===== config.mk =====
export PLATFORM = sky130hd
export DESIGN_NAME = rss_top
export DESIGN_NICKNAME = d
export VERILOG_FILES = /design/src/rss_pkg.sv /design/src/rss_top.sv /design/src/rss_sync2.sv /design/src/rss_switch_side.sv
export SDC_FILE = /design/constraint.sdc
export NUM_CORES = 1
export LEC_CHECK = 0
export BUFFER_PORTS_ARGS = -buffer_cell sky130_fd_sc_hd__buf_2
export CAP_MARGIN = 5
export CORE_ASPECT_RATIO = 0.6
export CORE_MARGIN = 10
export CORE_UTILIZATION = 48
export DETAILED_ROUTE_END_ITERATION = 6
export PLACE_DENSITY = 0.91
export SLEW_MARGIN = 0
export SYNTH_ARGS = -nofsm -noshare
export SYNTH_HDL_FRONTEND = slang
export SYNTH_SLANG_ARGS = --single-unit

===== constraint.sdc =====
create_clock -name clk -period 3.89 [get_ports clk]
set_clock_uncertainty 0.05 [all_clocks]
set_input_delay 0.778 -clock clk [delete_from_list [all_inputs] [get_ports clk]]
set_output_delay 0.778 -clock clk [all_outputs]
set_load 0.005 [all_outputs]

===== src/rss_pkg.sv =====
// Shared constants for the ramp and switch status block
package rss_pkg;
	// ==========================================================
	// Register byte offsets
	localparam logic [7:0] OFS_STATUS = 8'h00;
	localparam logic [7:0] OFS_CONFIG = 8'h04;
	localparam logic [7:0] OFS_MASK   = 8'h08;
	localparam logic [7:0] OFS_LATCH  = 8'h0c;

	// ==========================================================
	// Status word layout
	localparam int STAT_W         = 14;
	localparam int ST_STALL_LIVE  = 13;
	localparam int ST_SECOND_MOVE = 12;
	localparam int ST_ZERO_WAIT   = 11;
	localparam int ST_VZERO       = 10;
	localparam int ST_POS_REACHED = 9;
	localparam int ST_VEL_REACHED = 8;
	localparam int ST_EV_POS      = 7;
	localparam int ST_EV_STALL    = 6;
	localparam int ST_STOP_R      = 5;
	localparam int ST_STOP_L      = 4;
	localparam int ST_LATCH_R     = 3;
	localparam int ST_LATCH_L     = 2;
	localparam int ST_SW_R        = 1;
	localparam int ST_SW_L        = 0;
	localparam logic [13:0] W1C_BITS  = 14'h10cc;
	localparam logic [13:0] IRQ_BITS  = 14'h00f0;
	localparam logic [13:0] MASK_RST  = 14'h00f0;

	// ==========================================================
	// Switch configuration layout
	localparam int CFG_W           = 12;
	localparam int CF_STOP_L_EN    = 0;
	localparam int CF_POL_L        = 2;
	localparam int CF_LATCH_L_ACT  = 5;
	localparam int CF_LATCH_L_INA  = 6;
	localparam int CF_STALL_HALT   = 10;
	localparam int CF_SOFT_STOP    = 11;
	localparam logic [11:0] CFG_BITS = 12'hdef;
	localparam logic [11:0] CFG_RST  = 12'h000;
endpackage


===== src/rss_top.sv =====
// Ramp and reference switch status register with Wishbone access
// How it works
// RQ1: Bit 13 follows the live stall detector output.
// RQ2: Bit 12 sets when the ramp reverses; write one clears it.
// RQ3: Bit 11 shows the post-stop standstill wait is running.
// RQ4: Bit 10 reads one while present velocity is zero.
// RQ5: Bit 9 reads one while present and goal position match.
// RQ6: Bit 8 reads one while present and top velocity match.
// RQ7: Bit 7 sets on position reached rising; write one clears flag and interrupt.
// RQ8: Bit 6 sets on stall stop; write one clears flag and stall halt.
// RQ9: Bits 5 and 4 show switch stops; hold or opposite move removes them.
// RQ10: In soft stop a switch stop holds until motion toward it has ended.
// RQ11: Disabling a switch stop clears its flag and motion continues.
// RQ12: Interrupt is OR of bits 7 to 4.
// RQ13: Bits 3 and 2 set on position capture; write one clears them.
// RQ14: Bits 1 and 0 show live right and left switch active states.
// RQ15: A polarity bit picks high or low as the switch active level.
// RQ16: Enabled switch edges capture present position into the latch register.
// RQ17: Writing zero to clearable bits or writing read-only bits changes nothing.
//
// The implementer's own choices: register access over Wishbone and the register offsets.
module rss_top #(
	parameter int POS_W = 32,
	parameter int VEL_W = 32
) (
	input  wire logic                    clk,
	input  wire logic                    reset_n,
	// Wishbone slave
	input  wire logic                    wb_cyc_i,
	input  wire logic                    wb_stb_i,
	input  wire logic                    wb_we_i,
	input  wire logic [7:0]              wb_adr_i,
	input  wire logic [3:0]              wb_sel_i,
	input  wire logic [31:0]             wb_dat_i,
	output logic                         wb_ack_o,
	output logic      [31:0]             wb_dat_o,
	// Motion generator and stall detector, same clock
	input  wire logic signed [VEL_W-1:0] presentVelocity,
	input  wire logic        [VEL_W-1:0] topVelocity,
	input  wire logic        [POS_W-1:0] presentPosition,
	input  wire logic        [POS_W-1:0] goalPosition,
	input  wire logic                    stallLiveIn,
	input  wire logic                    reverseEvent,
	input  wire logic                    zeroWaitActive,
	input  wire logic                    rampHold,
	input  wire logic                    moveCmd,
	input  wire logic                    moveCmdNegative,
	// Reference switch pins, asynchronous
	input  wire logic                    rightHomeInput,
	input  wire logic                    leftHomeInput,
	// Outputs
	output logic                         irq,
	output logic                         stallHaltOut,
	output logic                         stopRightOut,
	output logic                         stopLeftOut
);
	// ==========================================================
	// Reset release
	logic [1:0] rstSync_q;
	wire        rstN = rstSync_q[1];

	// Assert at once, release two edges later
	always_ff @(posedge clk or negedge reset_n) begin
		if (!reset_n) begin
			rstSync_q <= 2'b00;
		end else begin
			rstSync_q <= {rstSync_q[0], 1'b1};
		end
	end

	// ==========================================================
	// Helpers
	function automatic logic [31:0] laneMask(input logic [3:0] sel);
		laneMask = {{8{sel[3]}}, {8{sel[2]}}, {8{sel[1]}}, {8{sel[0]}}};
	endfunction

	// ==========================================================
	// Register state
	logic [13:0]      w1c_q;
	logic [11:0]      cfg_q;
	logic [13:0]      mask_q;
	logic [POS_W-1:0] captured_q;
	logic             stallLive_q;
	logic             zeroWait_q;
	logic             vzero_q;
	logic             posReached_q;
	logic             velReached_q;
	logic             ack_q;
	logic [31:0]      dat_q;
	logic             irq_q;
	logic             stallHalt_q;
	logic [1:0]       pinSync;
	logic [1:0]       swActive;
	logic [1:0]       swStop;
	logic [1:0]       latchReq;

	// ==========================================================
	// Bus decode
	wire        busReq   = wb_cyc_i & wb_stb_i;
	wire        busWrite = busReq & wb_we_i & ack_q;
	wire [31:0] wrLanes  = wb_dat_i & laneMask(wb_sel_i);
	wire [31:0] keepLanes = ~laneMask(wb_sel_i);
	wire        hitStatus = wb_adr_i == rss_pkg::OFS_STATUS;
	wire        hitConfig = wb_adr_i == rss_pkg::OFS_CONFIG;
	wire        hitMask   = wb_adr_i == rss_pkg::OFS_MASK;
	wire        hitLatch  = wb_adr_i == rss_pkg::OFS_LATCH;
	wire        wrStatus  = busWrite & hitStatus;
	wire        wrConfig  = busWrite & hitConfig;
	wire        wrMask    = busWrite & hitMask;

	// ==========================================================
	// Configuration fields
	wire       softStop   = cfg_q[rss_pkg::CF_SOFT_STOP];
	wire       stallHalt  = cfg_q[rss_pkg::CF_STALL_HALT];
	wire       velPos     = ~presentVelocity[VEL_W-1] & (presentVelocity != '0);
	wire       velNeg     = presentVelocity[VEL_W-1];
	wire [1:0] toward     = {velPos, velNeg};
	wire [1:0] opposite   = {moveCmd & moveCmdNegative, moveCmd & ~moveCmdNegative};

	// ==========================================================
	// Synchronise switch pins, index 0 left and 1 right
	rss_sync2 #(
		.W(2)
	) u_pinSync (
		.clk     (clk),
		.rstN    (rstN),
		.asyncIn ({rightHomeInput, leftHomeInput}),
		.syncOut (pinSync)
	);

	// One instance per switch; right stop and polarity bits sit one bit above left, right latch bits two above
	genvar gi;
	generate
		for (gi = 0; gi < 2; gi++) begin : g_side
			rss_switch_side u_side (
				.clk             (clk),
				.rstN            (rstN),
				.pinLevel        (pinSync[gi]),
				.polarity        (cfg_q[rss_pkg::CF_POL_L + gi]),
				.stopEnable      (cfg_q[rss_pkg::CF_STOP_L_EN + gi]),
				.latchOnActive   (cfg_q[rss_pkg::CF_LATCH_L_ACT + 2*gi]),
				.latchOnInactive (cfg_q[rss_pkg::CF_LATCH_L_INA + 2*gi]),
				.movingToward    (toward[gi]),
				.vzero           (vzero_q),
				.softStop        (softStop),
				.rampHold        (rampHold),
				.oppositeCmd     (opposite[gi]),
				.activeQ         (swActive[gi]),
				.stopFlagQ       (swStop[gi]),
				.latchReqQ       (latchReq[gi])
			);
		end
	endgenerate

	// ==========================================================
	// Live conditions and sticky events
	wire posReachedD = presentPosition == goalPosition;     // RQ5
	wire velReachedD = presentVelocity == topVelocity;      // RQ6
	wire vzeroD      = presentVelocity == '0;               // RQ4
	wire [13:0] setVec = {1'b0, reverseEvent, 4'h0,         // RQ2
		posReachedD & ~posReached_q,                        // RQ7
		stallLive_q & stallHalt,                        // RQ8
		2'b00, latchReq[1], latchReq[0], 2'b00};            // RQ13
	// Only clearable bits react to writes of one
	wire [13:0] clrVec = wrStatus ? (wrLanes[13:0] & rss_pkg::W1C_BITS) : 14'h0000; // RQ17
	wire [13:0] w1cD   = (w1c_q & ~clrVec) | setVec;        // set wins over clear

	wire [13:0] statusWord = {stallLive_q, w1c_q[12], zeroWait_q, vzero_q,
		posReached_q, velReached_q, w1c_q[7], w1c_q[6], swStop[1], swStop[0],
		w1c_q[3], w1c_q[2], swActive[1], swActive[0]};      // RQ14
	wire irqD = |(statusWord & mask_q & rss_pkg::IRQ_BITS); // RQ12

	// Sample condition inputs
	always_ff @(posedge clk or negedge rstN) begin
		if (!rstN) begin
			stallLive_q  <= 1'b0;
			zeroWait_q   <= 1'b0;
			vzero_q      <= 1'b0;
			posReached_q <= 1'b0;
			velReached_q <= 1'b0;
		end else begin
			stallLive_q  <= stallLiveIn;                    // RQ1
			zeroWait_q   <= zeroWaitActive;                 // RQ3
			vzero_q      <= vzeroD;
			posReached_q <= posReachedD;
			velReached_q <= velReachedD;
		end
	end

	// Sticky flags
	always_ff @(posedge clk or negedge rstN) begin
		if (!rstN) begin
			w1c_q <= 14'h0000;
		end else begin
			w1c_q <= w1cD;
		end
	end

	// Position capture; right wins if both sides fire together
	always_ff @(posedge clk or negedge rstN) begin
		if (!rstN) begin
			captured_q <= '0;
		end else if (latchReq[1]) begin
			captured_q <= presentPosition;                  // RQ16
		end else if (latchReq[0]) begin
			captured_q <= presentPosition;
		end
	end

	// Writable configuration and mask, byte lanes honoured
	always_ff @(posedge clk or negedge rstN) begin
		if (!rstN) begin
			cfg_q  <= rss_pkg::CFG_RST;
			mask_q <= rss_pkg::MASK_RST;
		end else begin
			if (wrConfig) begin
				cfg_q <= ((cfg_q & keepLanes[11:0]) | wrLanes[11:0]) & rss_pkg::CFG_BITS;
			end
			if (wrMask) begin
				mask_q <= (mask_q & keepLanes[13:0]) | wrLanes[13:0];
			end
		end
	end

	// ==========================================================
	// Bus answer: ack one cycle after request, unmapped reads zero
	wire [31:0] readMux =
		hitStatus ? {18'h0, statusWord} :
		hitConfig ? {20'h00000, cfg_q} :
		hitMask   ? {18'h0, mask_q} :
		hitLatch  ? 32'(captured_q) : 32'h00000000;

	always_ff @(posedge clk or negedge rstN) begin
		if (!rstN) begin
			ack_q <= 1'b0;
			dat_q <= 32'h00000000;
		end else begin
			ack_q <= busReq & ~ack_q;
			if (busReq & ~ack_q) begin
				dat_q <= readMux;
			end
		end
	end

	// Outputs; stall halt drops once its enable is withdrawn
	always_ff @(posedge clk or negedge rstN) begin
		if (!rstN) begin
			irq_q       <= 1'b0;
			stallHalt_q <= 1'b0;
		end else begin
			irq_q       <= irqD;
			stallHalt_q <= w1cD[rss_pkg::ST_EV_STALL] & stallHalt; // RQ8
		end
	end

	assign wb_ack_o     = ack_q;
	assign wb_dat_o     = dat_q;
	assign irq          = irq_q;
	assign stallHaltOut = stallHalt_q;
	assign stopRightOut = swStop[1];
	assign stopLeftOut  = swStop[0];

	// ==========================================================
	// Checks
	stall_live_a: assert property (@(posedge clk) disable iff (!rstN) // RQ1
		rstN |=> statusWord[rss_pkg::ST_STALL_LIVE] == $past(stallLiveIn))
		else $error("stall live bit does not follow detector");
	second_move_a: assert property (@(posedge clk) disable iff (!rstN) // RQ2
		rstN && reverseEvent |=> statusWord[rss_pkg::ST_SECOND_MOVE])
		else $error("reverse flag not held");
	zero_wait_a: assert property (@(posedge clk) disable iff (!rstN) // RQ3
		rstN && zeroWaitActive |=> statusWord[rss_pkg::ST_ZERO_WAIT])
		else $error("zero wait bit missing");
	vzero_bit_a: assert property (@(posedge clk) disable iff (!rstN) // RQ4
		rstN |=> statusWord[rss_pkg::ST_VZERO] == ($past(presentVelocity) == '0))
		else $error("zero velocity bit wrong");
	pos_match_a: assert property (@(posedge clk) disable iff (!rstN) // RQ5
		(presentPosition != goalPosition) |=> !statusWord[rss_pkg::ST_POS_REACHED])
		else $error("position reached set while apart");
	vel_match_a: assert property (@(posedge clk) disable iff (!rstN) // RQ6
		rstN && (presentVelocity == topVelocity) |=> statusWord[rss_pkg::ST_VEL_REACHED])
		else $error("velocity reached missing");
	pos_event_a: assert property (@(posedge clk) disable iff (!rstN) // RQ7
		$rose(posReached_q) |-> w1c_q[rss_pkg::ST_EV_POS])
		else $error("position event not set on rise");
	w1c_zero_a: assert property (@(posedge clk) disable iff (!rstN) // RQ17
		(w1c_q[rss_pkg::ST_EV_POS] && !(wrStatus && wrLanes[rss_pkg::ST_EV_POS]))
		|=> w1c_q[rss_pkg::ST_EV_POS])
		else $error("sticky bit lost without write one");
	irq_or_a: assert property (@(posedge clk) disable iff (!rstN) // RQ12
		rstN |=> irq == $past(|(statusWord & mask_q & rss_pkg::IRQ_BITS)))
		else $error("interrupt does not match enabled events");
	latch_set_a: assert property (@(posedge clk) disable iff (!rstN) // RQ13
		latchReq[1] |=> w1c_q[rss_pkg::ST_LATCH_R] && captured_q == $past(presentPosition))
		else $error("right latch not captured");
	second_hold_a: assert property (@(posedge clk) disable iff (!rstN) // RQ2
		(w1c_q[rss_pkg::ST_SECOND_MOVE] && !(wrStatus && wrLanes[rss_pkg::ST_SECOND_MOVE]))
		|=> w1c_q[rss_pkg::ST_SECOND_MOVE])
		else $error("reverse flag lost without write one");
	stall_halt_a: assert property (@(posedge clk) disable iff (!rstN) // RQ8
		(stallLive_q && stallHalt) |=> w1c_q[rss_pkg::ST_EV_STALL] && stallHaltOut)
		else $error("stall stop event or halt missing");
	stop_irq_a: assert property (@(posedge clk) disable iff (!rstN) // RQ12
		(swStop[1] && mask_q[rss_pkg::ST_STOP_R]) |=> irq)
		else $error("right stop did not raise interrupt");
endmodule


===== src/rss_sync2.sv =====
// Two-stage synchroniser for asynchronous pin levels
module rss_sync2 #(
	parameter int W = 2
) (
	input  wire logic         clk,
	input  wire logic         rstN,
	input  wire logic [W-1:0] asyncIn,
	output logic      [W-1:0] syncOut
);
	logic [W-1:0] meta_q;

	// First stage feeds only the second stage
	always_ff @(posedge clk or negedge rstN) begin
		if (!rstN) begin
			meta_q  <= '0;
			syncOut <= '0;
		end else begin
			meta_q  <= asyncIn;
			syncOut <= meta_q;
		end
	end
endmodule


===== src/rss_switch_side.sv =====
// One reference switch: polarity, stop condition and latch edges
module rss_switch_side (
	input  wire logic clk,
	input  wire logic rstN,
	input  wire logic pinLevel,
	input  wire logic polarity,
	input  wire logic stopEnable,
	input  wire logic latchOnActive,
	input  wire logic latchOnInactive,
	input  wire logic movingToward,
	input  wire logic vzero,
	input  wire logic softStop,
	input  wire logic rampHold,
	input  wire logic oppositeCmd,
	output logic      activeQ,
	output logic      stopFlagQ,
	output logic      latchReqQ
);
	// ==========================================================
	// Level and edge decode
	wire activeD   = pinLevel ^ polarity;                 // RQ15
	wire goActive  = activeD & ~activeQ;
	wire goIdle    = ~activeD & activeQ;
	wire latchHit  = (goActive & latchOnActive) | (goIdle & latchOnInactive); // RQ16
	// Soft stop keeps the flag until motion toward the switch has ended
	wire mayRelease = ~softStop | vzero;                  // RQ10
	wire setStop   = stopEnable & activeD & movingToward & ~rampHold & ~oppositeCmd; // RQ9
	wire clrStop   = rampHold | oppositeCmd | (~activeD & mayRelease); // RQ9
	wire stopD     = stopEnable & (setStop | (stopFlagQ & ~clrStop));  // RQ11

	// Flags; hold and an opposite move keep a fresh set from landing
	always_ff @(posedge clk or negedge rstN) begin
		if (!rstN) begin
			activeQ   <= 1'b0;
			stopFlagQ <= 1'b0;
			latchReqQ <= 1'b0;
		end else begin
			activeQ   <= activeD;
			stopFlagQ <= stopD;
			latchReqQ <= latchHit;
		end
	end

	disable_clears_a: assert property (@(posedge clk) disable iff (!rstN) !stopEnable |=> !stopFlagQ) // RQ11
		else $error("stop flag stayed set while disabled");
	polarity_level_a: assert property (@(posedge clk) disable iff (!rstN)
		rstN |=> activeQ == ($past(pinLevel) ^ $past(polarity))) // RQ15
		else $error("switch active level wrong");
endmodule


==> impl_summary.txt <==
----------------------------------------------------
[Worst setup path]
  Slowest cell on crit path ... sky130_fd_sc_hd__nor2_1
  Top fanout value on the critical path ... 6
  Destination of the worst register-to-register timing path ... wb_dat_o[31]
  CP required ... between 4000 and 5000 ps
  Signal arrival time at the worst endpoint ... approximately 2500 ps
  R2R setup slack ... 1730 ps
  CP Capture Type ... flip-flop
  Max stage delay on crit path ... about 580 ps
  Critical setup path kind ... in -> reg
  Path depth of the worst reg2reg path ... 3
  Sort of element at the start of the critical path ... input port
  RR Startpoint ... wb_ack_o
  Cells traversed along the worst timing path ... buf_2, nor4_4, nand4_1, nor2_1, mux2_2

[Final layout]
  Leading cell type in the layout, fill and taps excluded ... sky130_fd_sc_hd__buf_2
  Synthesis-to-layout area growth ... 33.2%
  Nets@finish ... between 700 and 800
  Fraction of layout instances using a drive strength above 1 ... 0.516
  Number of cells in the finished layout apart from fillers ... around 760
  Most frequent cells in the layout ... sky130_fd_sc_hd__buf_2, sky130_fd_sc_hd__dfrtp_1, sky130_fd_sc_hd__xor2_1
  Final cell utilization of the core ... 0.658
  Post-route cell area ... 6970 um^2
  Fill cell instance count of the final layout ... around 820

[Timing]
  Fin. max-slew vios ... 0
  Slew at the pin closest to its max-slew limit ... ~960 ps
  Final Hold Violating Endpoints ... 0
  Crit path time final ... about 2300 ps
  Final setup fails ... 0
  Setup total negative slack ... 0 ps
  Share of the cycle needed by the critical path after routing ... 0.592
  Setup slack after layout ... roughly 1600 ps
  Highest clock rate ... approximately 430 MHz
  Worst hold slack after final layout ... around 96 ps
  Unrepaired setup endpoints after global routing ... false
  Headroom to the max-slew limit ... 0.359

[GRT]
  Number of antenna violations at the first check in global routing ... 1
  Global-route wire length before repair ... 24600 um
  Vias in the first global route ... around 4.5k
  Pin count of the biggest net entering global routing ... 47
  Total global routing track utilization ... 0.203
  Total grt overflow ... 0

[Die]
  Core region area ... ~11000 um^2
  Die boundary height ... 101 um
  Boundary pin count ... around 220
  Effective utilization at floorplan ... 0.494
  Die outline width ... about 150 um
  Number of standard-cell rows in the floorplan ... 29
  Die Outline Area ... approximately 16000 um^2

[Place]
  Final HPWL DP ... roughly 13000 um
  Placed Cells ... around 720
  Setup slack at placement ... between 1000 and 1500 ps
  IO buf count ... roughly 200
  Instance area after placement ... around 6400 um^2
  RePlAce Congestion ... around 1.0

[Outcome]
  Result of the run ... completed

[Logic synthesis]
  Mapped Nets ... roughly 580
  Synth Warn # ... 0
  Number of synthesized register bits ... around 110
  Number of distinct standard cells referenced by the synthesized netlist ... 34
  Seq/Total Area, Yosys ... 0.541
  Share of flip-flops with an asynchronous set or reset after synthesis ... 1.00
  Syn Area/Cell ... about 13 um^2
  Commonest register cell after synthesis ... sky130_fd_sc_hd__dfrtp_1
  Number of enable flip-flop cells after synthesis ... 0
  Area of the mapped netlist ... ~5200 um^2
  Synth Instances ... 393

[Power and ir drop]
  Ratio of total power to cell area ... approximately 430 nW/um^2
  Maximum ir drop on the vdd rail ... between 0.0004 and 0.0005 V
  Leakage ... roughly 3.5 nW
  Total power consumption of the routed design ... between 2 and 3 mW

[Clocking]
  TritonCTS Buffers ... 17
  CTS hold repair buffers ... 0
  Clk_lat worst skew ... around 400 ps
  CTS HTree Levels ... 4
  Clock tree root buffer cell ... sky130_fd_sc_hd__clkbuf_16
  Buffer depth of the longest clock path ... 2
  Clock tree from TritonCTS ... built
  Post-cts resize count ... 0
  Sinks on the clock net ... ~110
  Clock-pin slew on the worst setup and hold paths ... around 60 ps
  Post-CTS setup-driven buffer insertion count ... 0

[Routing]
  DRC violations left ... 0
  Routed wire length ... ~16000 um
  Number of vias after detailed routing ... 4165
  Final antenna-violating net count ... 0
  Vias/cell ... ~5.5
  Routed length per instance ... about 22 um
  Initial drt markers ... around 280
  First-pass iteration count of the detailed router ... 5

[Job]
  Max capacitance violation total ... 0

[Worst hold path]
  Class of the tightest hold or removal check ... in -> async

----------------------------------------------------
==> power breakdown <==
| part | switching (mW) | total, mW | internal, mW |
|---|---|---|---|
| logic | 0.132 | 0.256 | 0.123 |
| registers | 0.0210 | 1.22 | 1.20 |
| clock network | 0.543 | 1.50 | 0.954 |
| total | 0.696 | 2.98 | 2.28 |
==> cell type report <==
| class | instances | area (um^2) | share of cell area |
|---|---|---|---|
| Sequential cell | 113 | 2840 | 0.407 |
| Tap cell | 139 | 174 | 0.0250 |
| Timing Repair Buffer | 203 | 1020 | 0.147 |
| Multi-Input combinational cell | 265 | 2340 | 0.336 |
| Clock buffer | 18 | 439 | 0.0630 |
| Antenna cell | 1 | 2.50 | 0.000359 |
| Clock inverter | 14 | 141 | 0.0203 |
| Inverter | 3 | 11.3 | 0.00162 |
==> logic make-up after synthesis <==
kind of cell              Yosys count  share of synthesized area
and+or+nand+nor                    75                     0.0851
DFF                               113                      0.541
muxes                              70                      0.172
buffers and inverters              15                     0.0124
AOI/OAI and AO/OA                  53                     0.0775
xor gates and xnor gates           66                      0.110
other                               1                   0.000717
==> synthesized netlist by cell type, drive strengths merged (2+ instances only) <==
cell	n	area, um^2
nand2	14	52.6
a21o	2	15.0
o21ai	10	50.1
inv	3	11.3
nor4	25	171
dfrtp	109	2730
and4	2	18.8
xor2	66	578
nand2b	4	25.0
nor2	11	48.8
nand4	8	50.1
buf	4	23.8
a22oi	6	45.0
a21oi	2	10.0
nand3	4	20.0
clkbuf	8	30.0
nand3b	4	30.0
a22o	29	254
dfstp	4	105
mux4	10	225
mux2	60	676
==> worst max path at each step <==
stage	startpoint	endpoint	slack [ps]	cells after the start
final	wb_adr_i[7]	flip-flop	1590	5
after global routing	wb_cyc_i	wb_dat_o[22]	1470	5
after CTS	wb_adr_i[7]	flip-flop	1630	5
after detailed placement	wb_adr_i[7]	flip-flop	1180	5
after global placement	wb_cyc_i	wb_dat_o[23]	1270	5
after floorplan	rstSync_q[1]	asynchronous set/reset pin	470	0
==> routing by layer <==
metal / track usage / vias to the layer above / routed length [um]
li1: - / 1887 / -
met1: 0.264 / 2059 / 6970
met2: 0.311 / 192 / 7560
met3: 0.0763 / 27 / 1520
met4: 0.0607 / 0 / 271
met5: 0 / - / 0
==> worst max-delay path: cells and delay by family <==
family	cells	cell delay, ps
simple gates	3	1230
buf+inv	1	110
mux	1	410
(Power assumes the default switching activity.)
